File: src/pwmas_map.svh
`ifndef PWMAS_MAP_SVH
`define PWMAS_MAP_SVH

// ==========================================
// register byte offsets
`define PWMAS_OFF_SDC    12'h000
`define PWMAS_OFF_RDC    12'h004
`define PWMAS_OFF_CCP    12'h008
`define PWMAS_OFF_DUTYL  12'h00c
`define PWMAS_OFF_DUTYH  12'h010
`define PWMAS_OFF_PRD    12'h014
`define PWMAS_OFF_TMR    12'h018

// ==========================================
// shutdown control fields
`define PWMAS_SDC_STATUS 7
`define PWMAS_SDC_EXTEN  6
`define PWMAS_SDC_PB4EN  4
`define PWMAS_SDC_UNUSED 5
`define PWMAS_SDC_AC_HI  3
`define PWMAS_SDC_AC_LO  2
`define PWMAS_SDC_BD_HI  1
`define PWMAS_SDC_BD_LO  0
`define PWMAS_SDC_WMASK  8'h5f

// ==========================================
// restart and dead-band fields
`define PWMAS_RDC_ARST   7
`define PWMAS_RDC_DLY_HI 6
`define PWMAS_RDC_DLY_LO 0

// ==========================================
// capture compare pwm control fields
`define PWMAS_CCP_OM_HI  7
`define PWMAS_CCP_OM_LO  6
`define PWMAS_CCP_DC_HI  5
`define PWMAS_CCP_DC_LO  4
`define PWMAS_CCP_MD_HI  3
`define PWMAS_CCP_MD_LO  2
`define PWMAS_CCP_PWM    2'b11
`define PWMAS_CCP_HALF   2'b10

// ==========================================
// reset values and timing
`define PWMAS_RST_SDC    8'h00
`define PWMAS_RST_RDC    8'h00
`define PWMAS_RST_CCP    8'h00
`define PWMAS_RST_PRD    8'hff
`define PWMAS_RST_TMR    8'h00
`define PWMAS_TCY_LAST   2'h3

`endif

File: src/pwmas_pkg.sv
package pwmas_pkg;

   // ==========================================
   // dead-band delay states
   typedef enum logic [1:0] {
      PWMAS_DB_IDLE   = 2'b00,
      PWMAS_DB_WAIT   = 2'b01,
      PWMAS_DB_ACTIVE = 2'b10
   } pwmas_db_e;

   typedef logic [7:0] pwmas_byte_t;

endpackage : pwmas_pkg

File: src/pwmas_ctrl.sv
`timescale 1ns/100ps
`include "pwmas_map.svh"

// How it works
// - shutdown event sets status flag; enabled outputs then held in shutdown states
// - ext pin low causes shutdown only when its enable bit is set
// - port-B pin 4 low causes shutdown only when its enable bit is set
// - pair A/C shutdown: pin A 00 low, 01 high, 1x tri-state; pin C always tri-state
// - pair B/D shutdown: pin B 00 low, 01 high, 1x tri-state; pin D always tri-state
// - shutdown sources are levels; shutdown lasts while source level active
// - software writes to status flag ignored while shutdown condition active
// - after restart, outputs resume only at start of next period
// - auto-restart: flag held during condition, then hardware clears it
// - dead-band delay applied only to inactive-to-active transitions
// - seven-bit delay counts instruction cycles of four clocks each
// - unused shutdown control bit ignores writes, reads zero
// - software setting status flag starts a shutdown
// - shutdown reaches pins without waiting on the pwm timebase
// - new period begins on increment after timer matches period limit
module pwmas_ctrl #(
   parameter int ADDR_W = 12,
   parameter int DLY_W  = 7
) (
   input  wire logic              MCLK,
   input  wire logic              RESETN,
   input  wire logic              PSEL,
   input  wire logic              PENABLE,
   input  wire logic              PWRITE,
   input  wire logic [ADDR_W-1:0] PADDR,
   input  wire logic [31:0]       PWDATA,
   output logic      [31:0]       PRDATA,
   output logic                   PREADY,
   output logic                   PSLVERR,
   input  wire logic              EXT_INTERRUPT_PIN,
   input  wire logic              PORTB_PIN4,
   output logic                   PWM_OUT_A,
   output logic                   PWM_OE_A,
   output logic                   PWM_OUT_B,
   output logic                   PWM_OE_B,
   output logic                   PWM_OUT_C,
   output logic                   PWM_OE_C,
   output logic                   PWM_OUT_D,
   output logic                   PWM_OE_D
);

   if (ADDR_W < 5 || DLY_W != 7) begin : g_chk
      $error("ADDR_W must be at least 5 and DLY_W must be 7");
   end

   pwmas_pkg::pwmas_byte_t sdc_reg, rdc_reg, ccp_reg, dutyl_reg, dutyh_reg, prd_reg, tmr_reg;
   logic [1:0]       dlat_reg;
   logic [1:0]       q_reg;
   logic             ext_s1_reg, ext_s2_reg, pb4_s1_reg, pb4_s2_reg;
   logic             hold_reg, pwm_raw_reg, pready_reg, slverr_reg;
   logic [31:0]      prdata_reg;
   logic             status_next, hold_next;
   logic             cond, tick, wrap, pwm_en, half, access, commit, wr_sdc, sw_set, sw_clr;
   logic [DLY_W-1:0] dly;
   logic             db_a, db_b;
   logic [1:0]       drv_a, drv_b, drv_c, drv_d;
   logic [31:0]      rd_mux;

   // ==========================================
   // functions
   function automatic logic addr_is(input logic [ADDR_W-1:0] a, input logic [11:0] off);
      addr_is = (a == ADDR_W'(off));
   endfunction : addr_is

   // returns {oe, out}; shutdown state replaces normal drive
   function automatic logic [1:0] pin_drive(input logic [1:0] ss, input logic en,
                                            input logic sd, input logic val);
      if (!en) begin
         pin_drive = 2'b00;
      end else if (sd) begin
         pin_drive = ss[1] ? 2'b00 : {1'b1, ss[0]};
      end else begin
         pin_drive = {1'b1, val};
      end
   endfunction : pin_drive

   // ==========================================
   // pin synchronisers
   always_ff @(posedge MCLK or negedge RESETN) begin
      if (!RESETN) begin
         ext_s1_reg <= 1'b1;
         ext_s2_reg <= 1'b1;
         pb4_s1_reg <= 1'b1;
         pb4_s2_reg <= 1'b1;
      end else begin
         ext_s1_reg <= EXT_INTERRUPT_PIN;
         ext_s2_reg <= ext_s1_reg;
         pb4_s1_reg <= PORTB_PIN4;
         pb4_s2_reg <= pb4_s1_reg;
      end
   end

   // ==========================================
   // decode
   // ext pin gated by enable
   assign cond   = (sdc_reg[`PWMAS_SDC_EXTEN] && !ext_s2_reg) ||
                   (sdc_reg[`PWMAS_SDC_PB4EN] && !pb4_s2_reg);
   assign pwm_en = (ccp_reg[`PWMAS_CCP_MD_HI:`PWMAS_CCP_MD_LO] == `PWMAS_CCP_PWM);
   assign half   = (ccp_reg[`PWMAS_CCP_OM_HI:`PWMAS_CCP_OM_LO] == `PWMAS_CCP_HALF);
   assign tick   = pwm_en && (q_reg == `PWMAS_TCY_LAST);
   assign wrap   = tick && (tmr_reg == prd_reg);
   assign access = PSEL && PENABLE && !pready_reg;
   assign commit = PSEL && PENABLE && pready_reg && PWRITE && !slverr_reg;
   assign wr_sdc = commit && addr_is(PADDR, `PWMAS_OFF_SDC);
   assign sw_set = wr_sdc && PWDATA[`PWMAS_SDC_STATUS];
   assign sw_clr = wr_sdc && !PWDATA[`PWMAS_SDC_STATUS];

   // ==========================================
   // status flag
   always_comb begin
      status_next = sdc_reg[`PWMAS_SDC_STATUS];
      if (cond) begin
         status_next = 1'b1;
      end else if (sw_set) begin
         status_next = 1'b1;
      end else if (sw_clr) begin
         status_next = 1'b0;
      end else if (rdc_reg[`PWMAS_RDC_ARST]) begin
         status_next = 1'b0;
      end
   end

   always_comb begin
      hold_next = hold_reg;
      if (status_next) begin
         hold_next = 1'b1;
      end else if (wrap || !pwm_en) begin
         hold_next = 1'b0;
      end
   end

   always_ff @(posedge MCLK or negedge RESETN) begin
      if (!RESETN) begin
         hold_reg <= 1'b0;
      end else begin
         hold_reg <= hold_next;
      end
   end

   // ==========================================
   // registers
   // unused bit never stored
   always_ff @(posedge MCLK or negedge RESETN) begin
      if (!RESETN) begin
         sdc_reg   <= `PWMAS_RST_SDC;
         rdc_reg   <= `PWMAS_RST_RDC;
         ccp_reg   <= `PWMAS_RST_CCP;
         dutyl_reg <= `PWMAS_RST_TMR;
         prd_reg   <= `PWMAS_RST_PRD;
      end else begin
         sdc_reg[`PWMAS_SDC_STATUS] <= status_next;
         if (wr_sdc) begin
            sdc_reg[6:0] <= PWDATA[6:0] & 7'(`PWMAS_SDC_WMASK);
         end
         if (commit && addr_is(PADDR, `PWMAS_OFF_RDC)) begin
            rdc_reg <= PWDATA[7:0];
         end
         if (commit && addr_is(PADDR, `PWMAS_OFF_CCP)) begin
            ccp_reg <= PWDATA[7:0];
         end
         if (commit && addr_is(PADDR, `PWMAS_OFF_DUTYL)) begin
            dutyl_reg <= PWDATA[7:0];
         end
         if (commit && addr_is(PADDR, `PWMAS_OFF_PRD)) begin
            prd_reg <= PWDATA[7:0];
         end
      end
   end

   // ==========================================
   // timebase
   always_ff @(posedge MCLK or negedge RESETN) begin
      if (!RESETN) begin
         q_reg       <= 2'h0;
         tmr_reg     <= `PWMAS_RST_TMR;
         dutyh_reg   <= `PWMAS_RST_TMR;
         dlat_reg    <= 2'h0;
         pwm_raw_reg <= 1'b0;
      end else begin
         q_reg <= q_reg + 2'h1;
         if (commit && addr_is(PADDR, `PWMAS_OFF_TMR)) begin
            tmr_reg <= PWDATA[7:0];
         end else if (wrap) begin
            tmr_reg <= `PWMAS_RST_TMR;
         end else if (tick) begin
            tmr_reg <= tmr_reg + 8'h01;
         end
         if (wrap) begin
            dutyh_reg   <= dutyl_reg;
            dlat_reg    <= ccp_reg[`PWMAS_CCP_DC_HI:`PWMAS_CCP_DC_LO];
            pwm_raw_reg <= ({dutyl_reg, ccp_reg[`PWMAS_CCP_DC_HI:`PWMAS_CCP_DC_LO]} != 10'h000);
         end else if (!pwm_en || {tmr_reg, q_reg} == {dutyh_reg, dlat_reg}) begin
            pwm_raw_reg <= 1'b0;
         end
      end
   end

   // ==========================================
   // dead-band
   // delay only in half-bridge
   assign dly = half ? rdc_reg[`PWMAS_RDC_DLY_HI:`PWMAS_RDC_DLY_LO] : '0;

   pwmas_deadband #(.DLY_W(DLY_W)) u_db_a (
      .clk       (MCLK),
      .rst_n     (RESETN),
      .tick      (q_reg == `PWMAS_TCY_LAST),
      .level_in  (pwm_raw_reg),
      .delay_cnt (dly),
      .level_out (db_a)
   );

   pwmas_deadband #(.DLY_W(DLY_W)) u_db_b (
      .clk       (MCLK),
      .rst_n     (RESETN),
      .tick      (q_reg == `PWMAS_TCY_LAST),
      .level_in  (half && pwm_en && !pwm_raw_reg),
      .delay_cnt (dly),
      .level_out (db_b)
   );

   // ==========================================
   // pin drivers
   // pair a/c and b/d states
   assign drv_a = pin_drive(sdc_reg[`PWMAS_SDC_AC_HI:`PWMAS_SDC_AC_LO], pwm_en, hold_next, db_a);
   assign drv_b = pin_drive(sdc_reg[`PWMAS_SDC_BD_HI:`PWMAS_SDC_BD_LO], pwm_en && half, hold_next, db_b);
   assign drv_c = pin_drive(sdc_reg[`PWMAS_SDC_AC_HI:`PWMAS_SDC_AC_LO], 1'b0, hold_next, 1'b0);
   assign drv_d = pin_drive(sdc_reg[`PWMAS_SDC_BD_HI:`PWMAS_SDC_BD_LO], 1'b0, hold_next, 1'b0);

   always_ff @(posedge MCLK or negedge RESETN) begin
      if (!RESETN) begin
         {PWM_OE_A, PWM_OUT_A} <= 2'b00;
         {PWM_OE_B, PWM_OUT_B} <= 2'b00;
         {PWM_OE_C, PWM_OUT_C} <= 2'b00;
         {PWM_OE_D, PWM_OUT_D} <= 2'b00;
      end else begin
         {PWM_OE_A, PWM_OUT_A} <= drv_a;
         {PWM_OE_B, PWM_OUT_B} <= drv_b;
         {PWM_OE_C, PWM_OUT_C} <= drv_c;
         {PWM_OE_D, PWM_OUT_D} <= drv_d;
      end
   end

   // ==========================================
   // apb slave
   always_comb begin
      rd_mux = 32'h0000_0000;
      if (addr_is(PADDR, `PWMAS_OFF_SDC)) begin
         rd_mux[7:0] = sdc_reg;
      end else if (addr_is(PADDR, `PWMAS_OFF_RDC)) begin
         rd_mux[7:0] = rdc_reg;
      end else if (addr_is(PADDR, `PWMAS_OFF_CCP)) begin
         rd_mux[7:0] = ccp_reg;
      end else if (addr_is(PADDR, `PWMAS_OFF_DUTYL)) begin
         rd_mux[7:0] = dutyl_reg;
      end else if (addr_is(PADDR, `PWMAS_OFF_DUTYH)) begin
         rd_mux[7:0] = dutyh_reg;
      end else if (addr_is(PADDR, `PWMAS_OFF_PRD)) begin
         rd_mux[7:0] = prd_reg;
      end else if (addr_is(PADDR, `PWMAS_OFF_TMR)) begin
         rd_mux[7:0] = tmr_reg;
      end
   end

   always_ff @(posedge MCLK or negedge RESETN) begin
      if (!RESETN) begin
         pready_reg <= 1'b0;
         slverr_reg <= 1'b0;
         prdata_reg <= 32'h0000_0000;
      end else begin
         pready_reg <= access;
         if (access) begin
            slverr_reg <= !(addr_is(PADDR, `PWMAS_OFF_SDC) || addr_is(PADDR, `PWMAS_OFF_RDC) ||
                            addr_is(PADDR, `PWMAS_OFF_CCP) || addr_is(PADDR, `PWMAS_OFF_DUTYL) ||
                            addr_is(PADDR, `PWMAS_OFF_DUTYH) || addr_is(PADDR, `PWMAS_OFF_PRD) ||
                            addr_is(PADDR, `PWMAS_OFF_TMR));
            prdata_reg <= PWRITE ? 32'h0000_0000 : rd_mux;
         end else begin
            slverr_reg <= 1'b0;
         end
      end
   end

   assign PREADY  = pready_reg;
   assign PSLVERR = slverr_reg;
   assign PRDATA  = prdata_reg;
endmodule : pwmas_ctrl

File: src/pwmas_deadband.sv
`timescale 1ns/100ps
module pwmas_deadband #(
   parameter int DLY_W = 7
) (
   input  wire logic             clk,
   input  wire logic             rst_n,
   input  wire logic             tick,
   input  wire logic             level_in,
   input  wire logic [DLY_W-1:0] delay_cnt,
   output logic                  level_out
);

   pwmas_pkg::pwmas_db_e state_reg;
   logic [DLY_W-1:0]     cnt_reg;

   if (DLY_W < 1) begin : g_chk
      $error("DLY_W must be at least 1");
   end

   // ==========================================
   // rising edge delay
   // delay rising only
   always_ff @(posedge clk or negedge rst_n) begin
      if (!rst_n) begin
         state_reg <= pwmas_pkg::PWMAS_DB_IDLE;
         cnt_reg   <= '0;
      end else begin
         case (state_reg)
            pwmas_pkg::PWMAS_DB_IDLE: begin
               if (level_in) begin
                  cnt_reg   <= delay_cnt;
                  state_reg <= (delay_cnt == '0) ? pwmas_pkg::PWMAS_DB_ACTIVE : pwmas_pkg::PWMAS_DB_WAIT;
               end
            end
            pwmas_pkg::PWMAS_DB_WAIT: begin
               if (!level_in) begin
                  state_reg <= pwmas_pkg::PWMAS_DB_IDLE;
               end else if (tick) begin
                  cnt_reg <= cnt_reg - 1'b1;
                  if (cnt_reg <= 1) begin
                     state_reg <= pwmas_pkg::PWMAS_DB_ACTIVE;
                  end
               end
            end
            pwmas_pkg::PWMAS_DB_ACTIVE: begin
               if (!level_in) begin
                  state_reg <= pwmas_pkg::PWMAS_DB_IDLE;
               end
            end
            default: begin
               state_reg <= pwmas_pkg::PWMAS_DB_IDLE;
            end
         endcase
      end
   end

   // falling edge passes at once
   assign level_out = level_in && (state_reg == pwmas_pkg::PWMAS_DB_ACTIVE);
endmodule : pwmas_deadband

File: config.mk
export PLATFORM = sky130hd
export DESIGN_NAME = pwmas_ctrl
export DESIGN_NICKNAME = d
export VERILOG_FILES = /design/src/pwmas_pkg.sv /design/src/pwmas_ctrl.sv /design/src/pwmas_deadband.sv
export VERILOG_INCLUDE_DIRS = /design/src
export SDC_FILE = /design/constraint.sdc
export NUM_CORES = 1
export LEC_CHECK = 0
export BUFFER_PORTS_ARGS = -buffer_cell sky130_fd_sc_hd__buf_2
export CAP_MARGIN = 10
export CORE_MARGIN = 2
export CORE_UTILIZATION = 31
export CTS_CLUSTER_SIZE = 10
export DETAILED_ROUTE_END_ITERATION = 8
export HOLD_SLACK_MARGIN = 0.12
export PLACE_DENSITY = 0.55
export SLEW_MARGIN = 20
export SYNTH_ARGS = -nofsm -noshare
export SYNTH_HDL_FRONTEND = slang
export SYNTH_SLANG_ARGS = --single-unit
export TNS_END_PERCENT = 10
File: constraint.sdc
create_clock -name MCLK -period 2.15 [get_ports MCLK]
set_input_delay 0.1075 -clock MCLK [delete_from_list [all_inputs] [get_ports MCLK]]
set_output_delay 0.1075 -clock MCLK [all_outputs]
set_load 0.01 [all_outputs]
# == Word level (Yosys, flattened, before mapping) ==
# Index checks and enable logic that the tools add are counted.
# word_totals
elab_cells,159
reg_bits,121
input_bits,51
# op_classes
magnitude_cmp,2
eq_ne,27
mux,48
reduce_logical,51
addsub,4
# op_table
op,n
8-bit two-way mux,11
7-bit two-way mux,7
"12-bit by 5-bit == test with 1-bit output, second input constant",3
2-bit two-way mux,17
7-bit one-hot mux with 2 select lines,2
"12-bit by 4-bit == test with 1-bit output, second input constant",2
1-bit logical AND,21
4-bit AND reduction,4
"7-bit by 1-bit less-or-equal comparator with 1-bit output, second input constant",2
"7-bit by 1-bit subtractor with 7-bit output, second input constant",2
"12-bit by 3-bit == test with 1-bit output, second input constant",1
12-bit zero test,1
2-bit one-hot mux with 3 select lines,2
10-bit == test,1
"2-bit == test, second input constant",5
"2-bit != test, second input constant",5
10-bit nonzero test,1
1-bit logical OR,9
1-bit two-way mux,9
"8-bit by 1-bit adder with 8-bit output, second input constant",1
8-bit == test,1
1-bit zero test,8
7-bit zero test,1
"2-bit by 1-bit != test with 1-bit output, second input constant",3
other kinds (7),13

# == Logic depth before layout (Yosys ltp) ==
# Gate-level depths: netlist (run 1).
# logic_depth
depth_word,12
depth_mapped,8

# == Cells and area by module ==
# A second synthesis (run 1) with hierarchy kept.
# unflattened
hier_cells,536
area_unflattened_um2,5403.9
# modules_own_cells
mod,cells_per_inst,instances,seq_area_each_um2,area_per_inst_um2
pwmas_ctrl,400,1,1991.9,4237.8
pwmas_deadband,68,2,225.2,583.1

# == Least setup slack after synthesis (run 1) ==
# Ideal clock, no wire load.
# synth_timing
path_kind,register to register
startpoint,register slverr_reg (netlist: PSLVERR)
endpoint,register rdc_reg[0]
setup_ns,0.125
stages_incl_launch_ff,5
arrival_time_ns,1.864
path_slack_ns,0.161
period_less_slack_ns,1.989
path_cell_list,dfrtp_1 > or3_1 > or4_1 > buf_4 > mux2_4
# synth_via
elab_chain_len,3
# synth_rtl
item,line,source
"start, declared",pwmas_ctrl.sv:54,"logic hold_reg, pwm_raw_reg, pready_reg, slverr_reg;"
"start signal, assigned",pwmas_ctrl.sv:276,"slverr_reg <= !(addr_is(PADDR, `PWMAS_OFF_SDC) || addr_is(PADDR, `PWMAS_OFF_RDC) ||"
1-bit zero test,pwmas_ctrl.sv:107,assign commit = PSEL && PENABLE && pready_reg && PWRITE && !slverr_reg;
1-bit logical AND,pwmas_ctrl.sv:107,
1-bit logical AND,pwmas_ctrl.sv:159,"if (commit && addr_is(PADDR, `PWMAS_OFF_RDC)) begin"
"end signal, assigned",pwmas_ctrl.sv:150,rdc_reg <= `PWMAS_RST_RDC;
"end signal, assigned",pwmas_ctrl.sv:160,rdc_reg <= PWDATA[7:0];
"end, declared",pwmas_ctrl.sv:50,"pwmas_pkg::pwmas_byte_t sdc_reg, rdc_reg, ccp_reg, dutyl_reg, dutyh_reg, prd_reg, tmr_reg;"
# No other way between the ends.
# A chain may end at the register's enable or synchronous reset.

# == Worst setup path after layout (run 1) ==
# layout_timing
startpoint,register prd_reg[4]
endpoint,register tmr_reg[5]
# layout_via
elab_chain_len,4
elab_cells_between_ends,5
classes_between,eq/ne (1); mux (2); reduce/logical (2)
# layout_rtl
item,line,source
"start, declared",pwmas_ctrl.sv:50,
"start signal, assigned",pwmas_ctrl.sv:153,prd_reg <= `PWMAS_RST_PRD;
"start signal, assigned",pwmas_ctrl.sv:169,prd_reg <= PWDATA[7:0];
8-bit == test *,pwmas_ctrl.sv:105,assign wrap = tick && (tmr_reg == prd_reg);
1-bit logical AND *,pwmas_ctrl.sv:105,
8-bit two-way mux,pwmas_ctrl.sv:187,end else if (wrap) begin
8-bit two-way mux,pwmas_ctrl.sv:185,"if (commit && addr_is(PADDR, `PWMAS_OFF_TMR)) begin"
"end signal, assigned",pwmas_ctrl.sv:186,tmr_reg <= PWDATA[7:0];
"end signal, assigned",pwmas_ctrl.sv:188,tmr_reg <= `PWMAS_RST_TMR;
"end signal, assigned",pwmas_ctrl.sv:190,tmr_reg <= tmr_reg + 8'h01;
"end, declared",pwmas_ctrl.sv:50,
# Mark *: on every way between the ends. The rest lies on a longest branch, timed or not.

==> flow_summary_export.csv, run 1 <==
group,metric,value,unit
outcome,status,"completed",
final_layout,antenna_cells,0,
die,fp-row-count,48,
routing,via_per_inst,5.14,
die,die_h,136,um
synthesis,synth.most_common_cell,"dfrtp_1",
power_and_ir_drop,power.leakage,2.97,nW
clock_network,cts_sinks,97,
routing,num_vias,4396,
synthesis,syn_avg_cell_area,9.65,um^2
synthesis,synthArstFlopShare,1.00,
setup_path,r2r_end,"tmr_reg[5]",
synthesis,synth_top_area_frac,0.393,
routing,drt-pass1-iter-count,4,
job,drv_cap,0,
timing,setup_viol,0,
final_layout,area_growth,16.9,%
setup_path,r2r_slack,0.12,ns
hold_path,hold_class,"in2reg",
clock_network,clk_latency,0.35,ns
synthesis,synth_edf_count,0,
routing,drc,0,
timing,max_freq,492,MHz
timing,hold_viol,0,
setup_path,worstPathArrival,2.29,ns
setup_path,cp-end-kind,"flop",
setup_path,path_cells,"xor2_1 -> nor4_2 -> buf_4 -> nand4_2 -> nand2_1 -> or4_1 -> a31oi_1",
hold_path,hold_path_end,"rdc_reg[3]",
global_route,grt_start_max_net_pins,39,
setup_path,cp_slowest_cell,"dfstp_2",
synthesis,synth-simple-area-share,0.190,
synthesis,synth.mux.area_fraction,0.0971,
die,core,17200,um^2
synthesis,yosys_warnings,0,
final_layout,fill_cells,1767,
synthesis,synth-xor-area-share,0.0291,
global_route,gr-usage-all-layers,0.160,
synthesis,synth_top_family_by_area,"simple AND/OR/NAND/NOR gates",
placement,dp_hpwl,10700,um
clock_network,clk_pin_slew,0.07,ns
timing,fin_crit_sh,0.945,
clock_network,clockBufferDepth,2,
placement,port_buffers,40,
power_and_ir_drop,ir_drop,419,uV
synthesis,synth_compound_area_frac,0.147,
hold_path,min_from,"PWDATA[3]",
timing,rsz0062_at_grt,"no",
setup_path,required,2.41,ns
die,dieArea,18500,um^2
routing,wl,14300,um
clock_network,tritoncts,"yes",
synthesis,synth_area_leader_cell,"dfrtp_1",
global_route,antenna_found_initial,0,
setup_path,worstSetupPathType,"reg2reg",
synthesis,syn-cell-area,5410,um^2
setup_path,critPathLaunchType,"flop",
synthesis,yosysSeqAreaShare,0.451,
setup_path,reg2reg_from,"prd_reg[4]",
synthesis,synth_cell_types,63,
timing,worst_pin_slew,0.604,ns
timing,worst_hold_slack,0.138,ns
timing,min_period,2.03,ns
clock_network,clockRootBuffer,"clkbuf_16",
timing,slew_headroom,0.595,
global_route,first_global_vias,4289,
routing,wl_per_cell,16.7,um
placement,gp_congestion,0.856,
die,start_util,0.315,
final_layout,final_nets,682,
synthesis,syn-instance-count,561,
global_route,overflow,0,
global_route,grt_pass1_wl,22900,um
setup_path,cp_slowest_stage_delay,0.56,ns
synthesis,synth_ff_type,"dfrtp_1",
synthesis,synth_area_leaders,"dfrtp_1 39%, dfstp_2 5.8%, mux2_2 5.8%",
timing,tns,0,ns
synthesis,yosys_register_bits,97,
setup_path,cp_max_fo,6,
die,die_w,136,um
routing,ant_nets,0,
power_and_ir_drop,powerDensity,586,nW/um^2
clock_network,cts_buffers,9,
synthesis,synth-adder-area-share,0.0139,
timing,drv_slew,0,
timing,skew,0.00968,ns
setup_path,r2r_cells,7,
hold_path,whs_path_depth,2,
synthesis,synth_common_cells,"85 x dfrtp_1, 79 x nand2_1, 38 x a21oi_1, 30 x nor2_1",
die,io_pins,93,
final_layout,drive_gt1_frac,0.237,
routing,drt_iter0_drc,321,
clock_network,htree_levels,3,
repair_timing:
| item | 4_1_cts | 5_1_grt |
|---|---|---|
| setup endpoints to repair | 0 | 5 |
| gates resized for setup | 0 | 1 |
| hold buffers | 8 | 0 |
| hold endpoints to repair | 49 | 0 |
| buffers inserted | 0 | 0 |
cell type report:
type / count / area (um^2) / share of cell area
multi-input cells: 419 / 2690 / 0.426
flip-flops and latches: 97 / 2440 / 0.386
repair buffers: 80 / 536 / 0.0846
well taps: 225 / 282 / 0.0445
clock buffers: 11 / 243 / 0.0384
inverters: 18 / 67.6 / 0.0107
clock inverters: 5 / 65.1 / 0.0103
where the power goes:
part           switching, W  internal (W)  leakage, nW
clock network      0.000721      0.000944        0.144
logic              0.000143     0.0000614         1.58
registers        0.00000292       0.00183         1.24
cells in the final DEF (no fill, tap or decap), types with 7 or more instances in the layout:
cell type,netlist,routed
dlygate4sd3_1,0,8
nor2_1,30,30
o21ai_0,29,29
mux2i_1,9,9
nand2_1,79,79
xor2_1,16,16
buf_2,4,39
nand3_1,16,16
dfstp_2,12,12
nor4_1,8,7
mux2_4,8,8
a21oi_1,38,38
a22oi_1,7,7
clkbuf_16,0,9
or3_1,7,7
conb_1,1,28
buf_4,29,32
nor2b_1,8,8
nor3_1,9,9
mux2_2,28,28
inv_1,18,18
a311oi_1,10,10
dfrtp_1,85,85
kinds of logic after synthesis:
logic type / after synthesis
and+or+nand+nor: 200
adders and majority gates: 6
DFF: 97
muxes: 45
xor gates and xnor gates: 18
buffers and inverters: 72
AOI/OAI and AO/OA: 122
other: 1
per-stage QoR:
| stage | setup slack [ns] | std cells | power, W | utilization | instance area [um^2] |
|---|---|---|---|---|---|
| 6_report | 0.118 | 855 | 0.00371 | 0.368 | 6330 |
| 5_1_grt | 0.0195 | 855 | 0.00385 | 0.368 | 6330 |
| 4_1_cts | 0.0845 | 855 | 0.00375 | 0.368 | 6320 |
| 3_5_place_dp | 0.100 | 831 | 0.00207 | 0.345 | 5930 |
| 3_3_place_gp | 0.147 | 831 | 0.00206 | 0.345 | 5930 |
| 2_1_floorplan | 0.161 | 588 | 0.00199 | - | 5510 |
worst max path at each step:
| stage | start | end | cells after the start | slack [ns] |
|---|---|---|---|---|
| after global routing | ccp_reg[6] | u_db_b.cnt_reg[3] | 5 | 0.02 |
| final | prd_reg[4] | tmr_reg[5] | 7 | 0.12 |
| after floorplan | PSLVERR | rdc_reg[0] | 4 | 0.16 |
| after global placement | prd_reg[6] | PWM_OUT_A | 8 | 0.15 |
| after CTS | prd_reg[6] | tmr_reg[6] | 8 | 0.08 |
| after detailed placement | prd_reg[6] | tmr_reg[6] | 8 | 0.10 |
metal layers:
metal | vias to the layer above | GRT usage | part of all wire
met5 | - | 0 | 0
met4 | 0 | 0.0532 | 0.019
met3 | 24 | 0.0231 | 0.049
met2 | 146 | 0.258 | 0.47
met1 | 2149 | 0.221 | 0.46
li1 | 2077 | - | -
critical path: cells and delay by family, from the launching register on:
family | cells | cell delay, ns
AND/OR/NAND/NOR | 4 | 0.83
flip-flops | 1 | 0.56
AO/OA/AOI/OAI | 1 | 0.22
XOR/XNOR | 1 | 0.19
buffers and inverters | 1 | 0.14
(Power assumes the default switching activity.)
==> run 2, diff against run 1 <==
==> constraint.sdc (replaced) <==
create_clock -name MCLK -period 2.48 [get_ports MCLK]
set_input_delay 0.124 -clock MCLK [delete_from_list [all_inputs] [get_ports MCLK]]
set_output_delay 0.124 -clock MCLK [all_outputs]
set_load 0.01 [all_outputs]
==> run 2 against run 1 <==
Core utilization shrank 0.82 points. Setup slack improved by 0.076 ns. Non-clock buffer count shrank 17. Final cell count down 2.0%. Wire length shrank 2.2%. Power shrank 13%. Largest cell class unchanged. Highest routed layer unchanged.
==> flow_summary_export.csv, run 2 (same netlist as run 1, synthesis figures left out) <==
group,metric,value,unit
setup_path,critPathLaunchType,"flop",
global_route,first_global_vias,4255,
routing,via_per_inst,5.15,
setup_path,r2r_slack,0.19,ns
die,die_h,136,um
setup_path,reg2reg_from,"q_reg[0]",
clock_network,clockBufferDepth,2,
setup_path,worstSetupPathType,"reg2reg",
die,fp-row-count,48,
job,drv_cap,0,
global_route,antenna_found_initial,0,
timing,min_period,2.29,ns
clock_network,cts_sinks,97,
setup_path,cp_slowest_cell,"or4_1",
outcome,status,"completed",
setup_path,r2r_cells,6,
setup_path,cp_max_fo,6,
global_route,overflow,0,
setup_path,worstPathArrival,2.54,ns
timing,max_freq,438,MHz
final_layout,final_nets,665,
routing,drt_iter0_drc,310,
final_layout,antenna_cells,0,
setup_path,cp-end-kind,"flop",
setup_path,critical_path.startpoint,"q_reg[0]",
timing,hold_viol,0,
clock_network,clockRootBuffer,"clkbuf_16",
timing,setup_viol,0,
timing,fin_crit_sh,0.922,
die,core,17200,um^2
hold_path,min_from,"PWDATA[2]",
timing,slew_headroom,0.608,
hold_path,whs_path_depth,3,
routing,drt-pass1-iter-count,4,
die,start_util,0.315,
setup_path,path_cells,"ha_1 -> inv_1 -> nor2_1 -> nand2_1 -> or4_1 -> a31oi_1",
die,die_w,136,um
power_and_ir_drop,ir_drop,324,uV
hold_path,hold_path_end,"ccp_reg[2]",
timing,skew,0.00752,ns
timing,drv_slew,0,
routing,drc,0,
power_and_ir_drop,power.leakage,2.89,nW
routing,wl_per_cell,16.6,um
clock_network,tritoncts,"yes",
setup_path,r2r_end,"tmr_reg[5]",
routing,num_vias,4317,
setup_path,required,2.73,ns
placement,port_buffers,40,
timing,worst_pin_slew,0.585,ns
clock_network,clk_latency,0.35,ns
clock_network,cts_buffers,9,
placement,gp_congestion,0.803,
placement,dp_hpwl,10300,um
hold_path,hold_class,"in2reg",
final_layout,finish.utilization,0.360,
routing,ant_nets,0,
routing,wl,13900,um
timing,tns,0,ns
global_route,grt_pass1_wl,22500,um
die,io_pins,93,
final_layout,final_cell_mix,"85 x dfrtp_1, 79 x nand2_1, 39 x buf_2, 38 x a21oi_1, 30 x nor2_1",
power_and_ir_drop,p_total,0.00324,W
final_layout,drive_gt1_frac,0.212,
timing,rsz0062_at_grt,"no",
final_layout,layout_commonest_cell,"dfrtp_1",
clock_network,htree_levels,3,
power_and_ir_drop,powerDensity,523,nW/um^2
global_route,gr-usage-all-layers,0.157,
global_route,grt_start_max_net_pins,45,
final_layout,area_growth,14.3,%
die,dieArea,18500,um^2
clock_network,clk_pin_slew,0.07,ns
setup_path,cp_slowest_stage_delay,0.46,ns
==> run 2: metrics by stage <==
step | setup WS, ns | hold WS, ns | cell area [um^2] | std cells
2_1_floorplan | 0.491 | -0.172 | 5510 | 588
3_3_place_gp | 0.256 | 0.0680 | 5820 | 816
3_5_place_dp | 0.260 | 0.0732 | 5820 | 816
4_1_cts | 0.215 | 0.130 | 6190 | 838
5_1_grt | 0.0868 | 0.141 | 6190 | 838
6_report | 0.194 | 0.137 | 6190 | 838
==> run 2: worst max-delay path by stage <==
stage	slack, ns	to
floorplan	0.49	rdc_reg[0]
CTS	0.21	tmr_reg[5]
detailed placement	0.26	tmr_reg[5]
finish	0.19	tmr_reg[5]
global placement	0.26	tmr_reg[5]
global route	0.09	tmr_reg[5]
==> run 2: worst max-delay path: cells and delay by family, from the launching register on <==
family                     cells  cell delay [ns]
AOI/OAI and AO/OA              1             0.24
adders and majority gates      1             0.24
buffers and inverters          1             0.13
DFF                            1             0.39
and+or+nand+nor                3             1.18
==> run 2: cell type report <==
cell class,instances,area [um^2]
repair buffers,63,403
well taps,225,282
clock buffers,13,240
clock inverters,3,65.1
fillers,1774,11000
multi-input cells,419,2690
flip-flops and latches,97,2440
inverters,18,67.6
==> run 2: repair_timing <==
item                       CTS  global route
setup endpoints to repair    0             0
hold buffers                 6             0
hold endpoints to repair    73             0
setup buffers                0             0
resized for setup            0             0
==> run 2: per-layer routing <==
| layer | up-vias | wire length (um) | track usage |
|---|---|---|---|
| met5 | - | 0 | 0 |
| met4 | 0 | 277 | 0.0440 |
| met3 | 23 | 669 | 0.0365 |
| met2 | 137 | 6600 | 0.253 |
| met1 | 2121 | 6400 | 0.210 |
| li1 | 2036 | - | - |
==> run 2: report_power, final <==
| part | internal [W] | switching (W) |
|---|---|---|
| clock network | 0.000884 | 0.000586 |
| registers | 0.00159 | 0.00000277 |
| logic | 0.0000485 | 0.000123 |
==> run 3, diff against run 2 <==
--- a/config.mk
+++ b/config.mk
@@ -17,5 +17,6 @@
 export SLEW_MARGIN = 20
 export SYNTH_ARGS = -nofsm -noshare
 export SYNTH_HDL_FRONTEND = slang
+export SYNTH_HIERARCHICAL = 1
 export SYNTH_SLANG_ARGS = --single-unit
 export TNS_END_PERCENT = 10
==> constraint.sdc (replaced) <==
create_clock -name MCLK -period 2.48 [get_ports MCLK]
set_input_delay 0.248 -clock MCLK [delete_from_list [all_inputs] [get_ports MCLK]]
set_output_delay 0.248 -clock MCLK [all_outputs]
set_load 0.01 [all_outputs]
==> run 3 against run 2 <==
Global-route usage down 0.52 points. Synthesized cell count decreased by 4.5%. Combinational power rose by 5%. Critical path type unchanged. Critical endpoint unchanged. Largest power group unchanged.
==> flow_summary_export.csv, run 3 <==
group,metric,value,unit
placement,dp_hpwl,9790,um
routing,wl,13100,um
power_and_ir_drop,ir_drop,321,uV
global_route,grt_pass1_wl,21700,um
final_layout,final_nets,638,
final_layout,layout_commonest_cell,"dfrtp_1",
synthesis,syn-instance-count,536,
die,die_w,136,um
die,io_pins,93,
setup_path,cp_num_buf_inv,0,
global_route,gr-usage-met2,0.247,
setup_path,required,2.71,ns
setup_path,critPathLaunchType,"flop",
clock_network,cts_resized,0,
routing,num_vias,4161,
timing,worst_pin_slew,0.518,ns
synthesis,yosys_warnings,6,
timing,hold_viol,0,
die,core,17200,um^2
clock_network,tritoncts,"yes",
synthesis,synth_edf_count,0,
global_route,first_global_vias,4160,
synthesis,syn-cell-area,5400,um^2
placement,gp_congestion,0.851,
synthesis,synth.mux.area_fraction,0.126,
final_layout,drive_gt1_frac,0.270,
global_route,grt.busiest_layer,"met2",
synthesis,synth-xor-area-share,0.0292,
global_route,use_met1,0.195,
synthesis,synthArstFlopShare,1.00,
clock_network,hold_buffers,3,
final_layout,fill_cells,1741,
die,dieArea,18500,um^2
power_and_ir_drop,power.leakage,2.75,nW
setup_path,worstPathArrival,2.45,ns
synthesis,synth_compound_area_frac,0.150,
clock_network,postCtsSetupRepairBufs,0,
clock_network,clockRootBuffer,"clkbuf_16",
synthesis,syn_avg_cell_area,10.1,um^2
routing,drc,0,
clock_network,clockBufferDepth,2,
routing,ant_nets,0,
setup_path,path_cells,"ha_1 -> nand3_1 -> nor3_1 -> and4_1 -> o21ai_0 -> a22oi_1 -> a21oi_1",
synthesis,synth_common_cells,"85 x dfrtp_1, 53 x mux2_2, 41 x a21oi_1, 41 x nor2_1, 40 x o21ai_0",
timing,worst_hold_slack,0.226,ns
timing,tns,0,ns
die,start_util,0.315,
clock_network,cts_sinks,97,
final_layout,antenna_cells,0,
placement,port_buffers,40,
global_route,antenna_found_initial,0,
routing,wl_per_cell,16.2,um
clock_network,cts_buffers,9,
final_layout,final_cell_mix,"85 x dfrtp_1, 53 x mux2_2, 41 x nor2_1, 41 x a21oi_1, 40 x o21ai_0",
final_layout,seqCellArea,2440,um^2
setup_path,worstSetupPathType,"reg2reg",
routing,via_per_inst,5.13,
power_and_ir_drop,powerDensity,522,nW/um^2
synthesis,synth_top_family_by_area,"simple AND/OR/NAND/NOR gates",
synthesis,yosysSeqAreaShare,0.452,
setup_path,cp_max_fo,6,
setup_path,cp-end-kind,"flop",
routing,drt_iter0_drc,239,
synthesis,yosys_register_bits,97,
synthesis,synth_cell_types,61,
setup_path,cp_slowest_stage_delay,0.39,ns
clock_network,clk_latency,0.35,ns
timing,skew,0.00553,ns
clock_network,htree_levels,3,
die,fp-row-count,48,
synthesis,synth_area_leader_cell,"dfrtp_1",
synthesis,synth-simple-area-share,0.160,
synthesis,synth_area_leaders,"dfrtp_1 39%, mux2_2 11%, dfstp_2 5.8%",
final_layout,multi_input_area,2700,um^2
timing,slew_headroom,0.655,
routing,drt-pass1-iter-count,5,
synthesis,synth.most_common_cell,"dfrtp_1",
outcome,status,"completed",
final_layout,area_growth,13.6,%
timing,drv_slew,0,
job,drv_cap,0,
global_route,grt_util_met3,0.0295,
timing,rsz0062_at_grt,"no",
timing,min_period,2.22,ns
global_route,overflow,0,
setup_path,cp_top_family,"simple AND/OR/NAND/NOR gates",
die,die_h,136,um
synthesis,synth_top_area_frac,0.394,
synthesis,synth_ff_type,"dfrtp_1",
clock_network,clk_pin_slew,0.07,ns
global_route,grt_start_max_net_pins,48,
timing,max_freq,451,MHz
hold_path,hold_class,"in2reg",
synthesis,synth-adder-area-share,0.0139,
timing,fin_crit_sh,0.895,
timing,setup_viol,0,
setup_path,cp_slowest_cell,"ha_1",
global_route,gr-usage-all-layers,0.151,
-- run 3: cell count changes after synthesis, moves of 5 or more --
cell      previous run  this run
a311oi_1            10         0
a2111o_1             6         0
nand3_1             16         7
inv_1               18        13
and3_1               3        10
mux2_2              28        53
nand2_1             79        28
a22oi_1              7        13
mux2_4               8         0
clkbuf_1            20        12
nor2_1              30        41
o21ai_0             29        40
-- run 3: path summary, 6_finish.rpt --
kind                                 start    endpoint  slack, ns  depth (start not counted)
worst max-delay path              q_reg[1]  tmr_reg[5]       0.26                          7
worst min-delay path             PWDATA[5]  tmr_reg[5]       0.23                          3
worst max register to register    q_reg[1]  tmr_reg[5]       0.26                          7
worst min register to register  pb4_s1_reg  pb4_s2_reg       0.36                          0
max in group asynchronous           RESETN  prd_reg[3]       1.42                          3
min in group asynchronous           RESETN  tmr_reg[0]       0.37                          2
-- run 3: report_power, final --
part,leakage [nW],internal (W),switching [W]
Sequential,1.25,0.00159,0.00000254
Combinational,1.36,0.0000525,0.000129
Clock,0.139,0.000791,0.000641
-- run 3: per-layer routing --
metal / vias up / share of wire
met1: 2062 / 0.45
met4: 0 / 0.021
met5: - / 0
met3: 25 / 0.045
li1: 1947 / -
met2: 127 / 0.49
-- run 3: kinds of logic after synthesis --
group           count (synthesis)
other cells                     1
mux                            60
compound gates                134
simple gates                  156
fa+ha+maj                       6
xor+xnor                       18
flops                          97
buf+inv                        64
-- run 3: worst min-delay path: cells and delay by family --
family          cells  cell delay [ns]
simple gates        1             0.10
compound gates      1             0.05
buf+inv             1             0.14
-- run 3: cell type report --
type | instances | share of cell area
clock buffers | 9 | 0.0367
clock inverters | 7 | 0.0128
inverters | 14 | 0.00856
multi-input cells | 402 | 0.439
flip-flops and latches | 97 | 0.398
well taps | 225 | 0.0459
repair buffers | 57 | 0.0591
-- run 3: metrics by stage --
| stage | area, um^2 | std cells | setup slack, ns | power (W) | util |
|---|---|---|---|---|---|
| floorplan | 5510 | 563 | 0.420 | 0.00173 | - |
| global placement | 5800 | 792 | 0.232 | 0.00180 | 0.338 |
| detailed placement | 5800 | 792 | 0.227 | 0.00180 | 0.338 |
| CTS | 6140 | 811 | 0.280 | 0.00324 | 0.357 |
| global route | 6140 | 811 | 0.0809 | 0.00334 | 0.357 |
| finish | 6140 | 811 | 0.261 | 0.00321 | 0.357 |
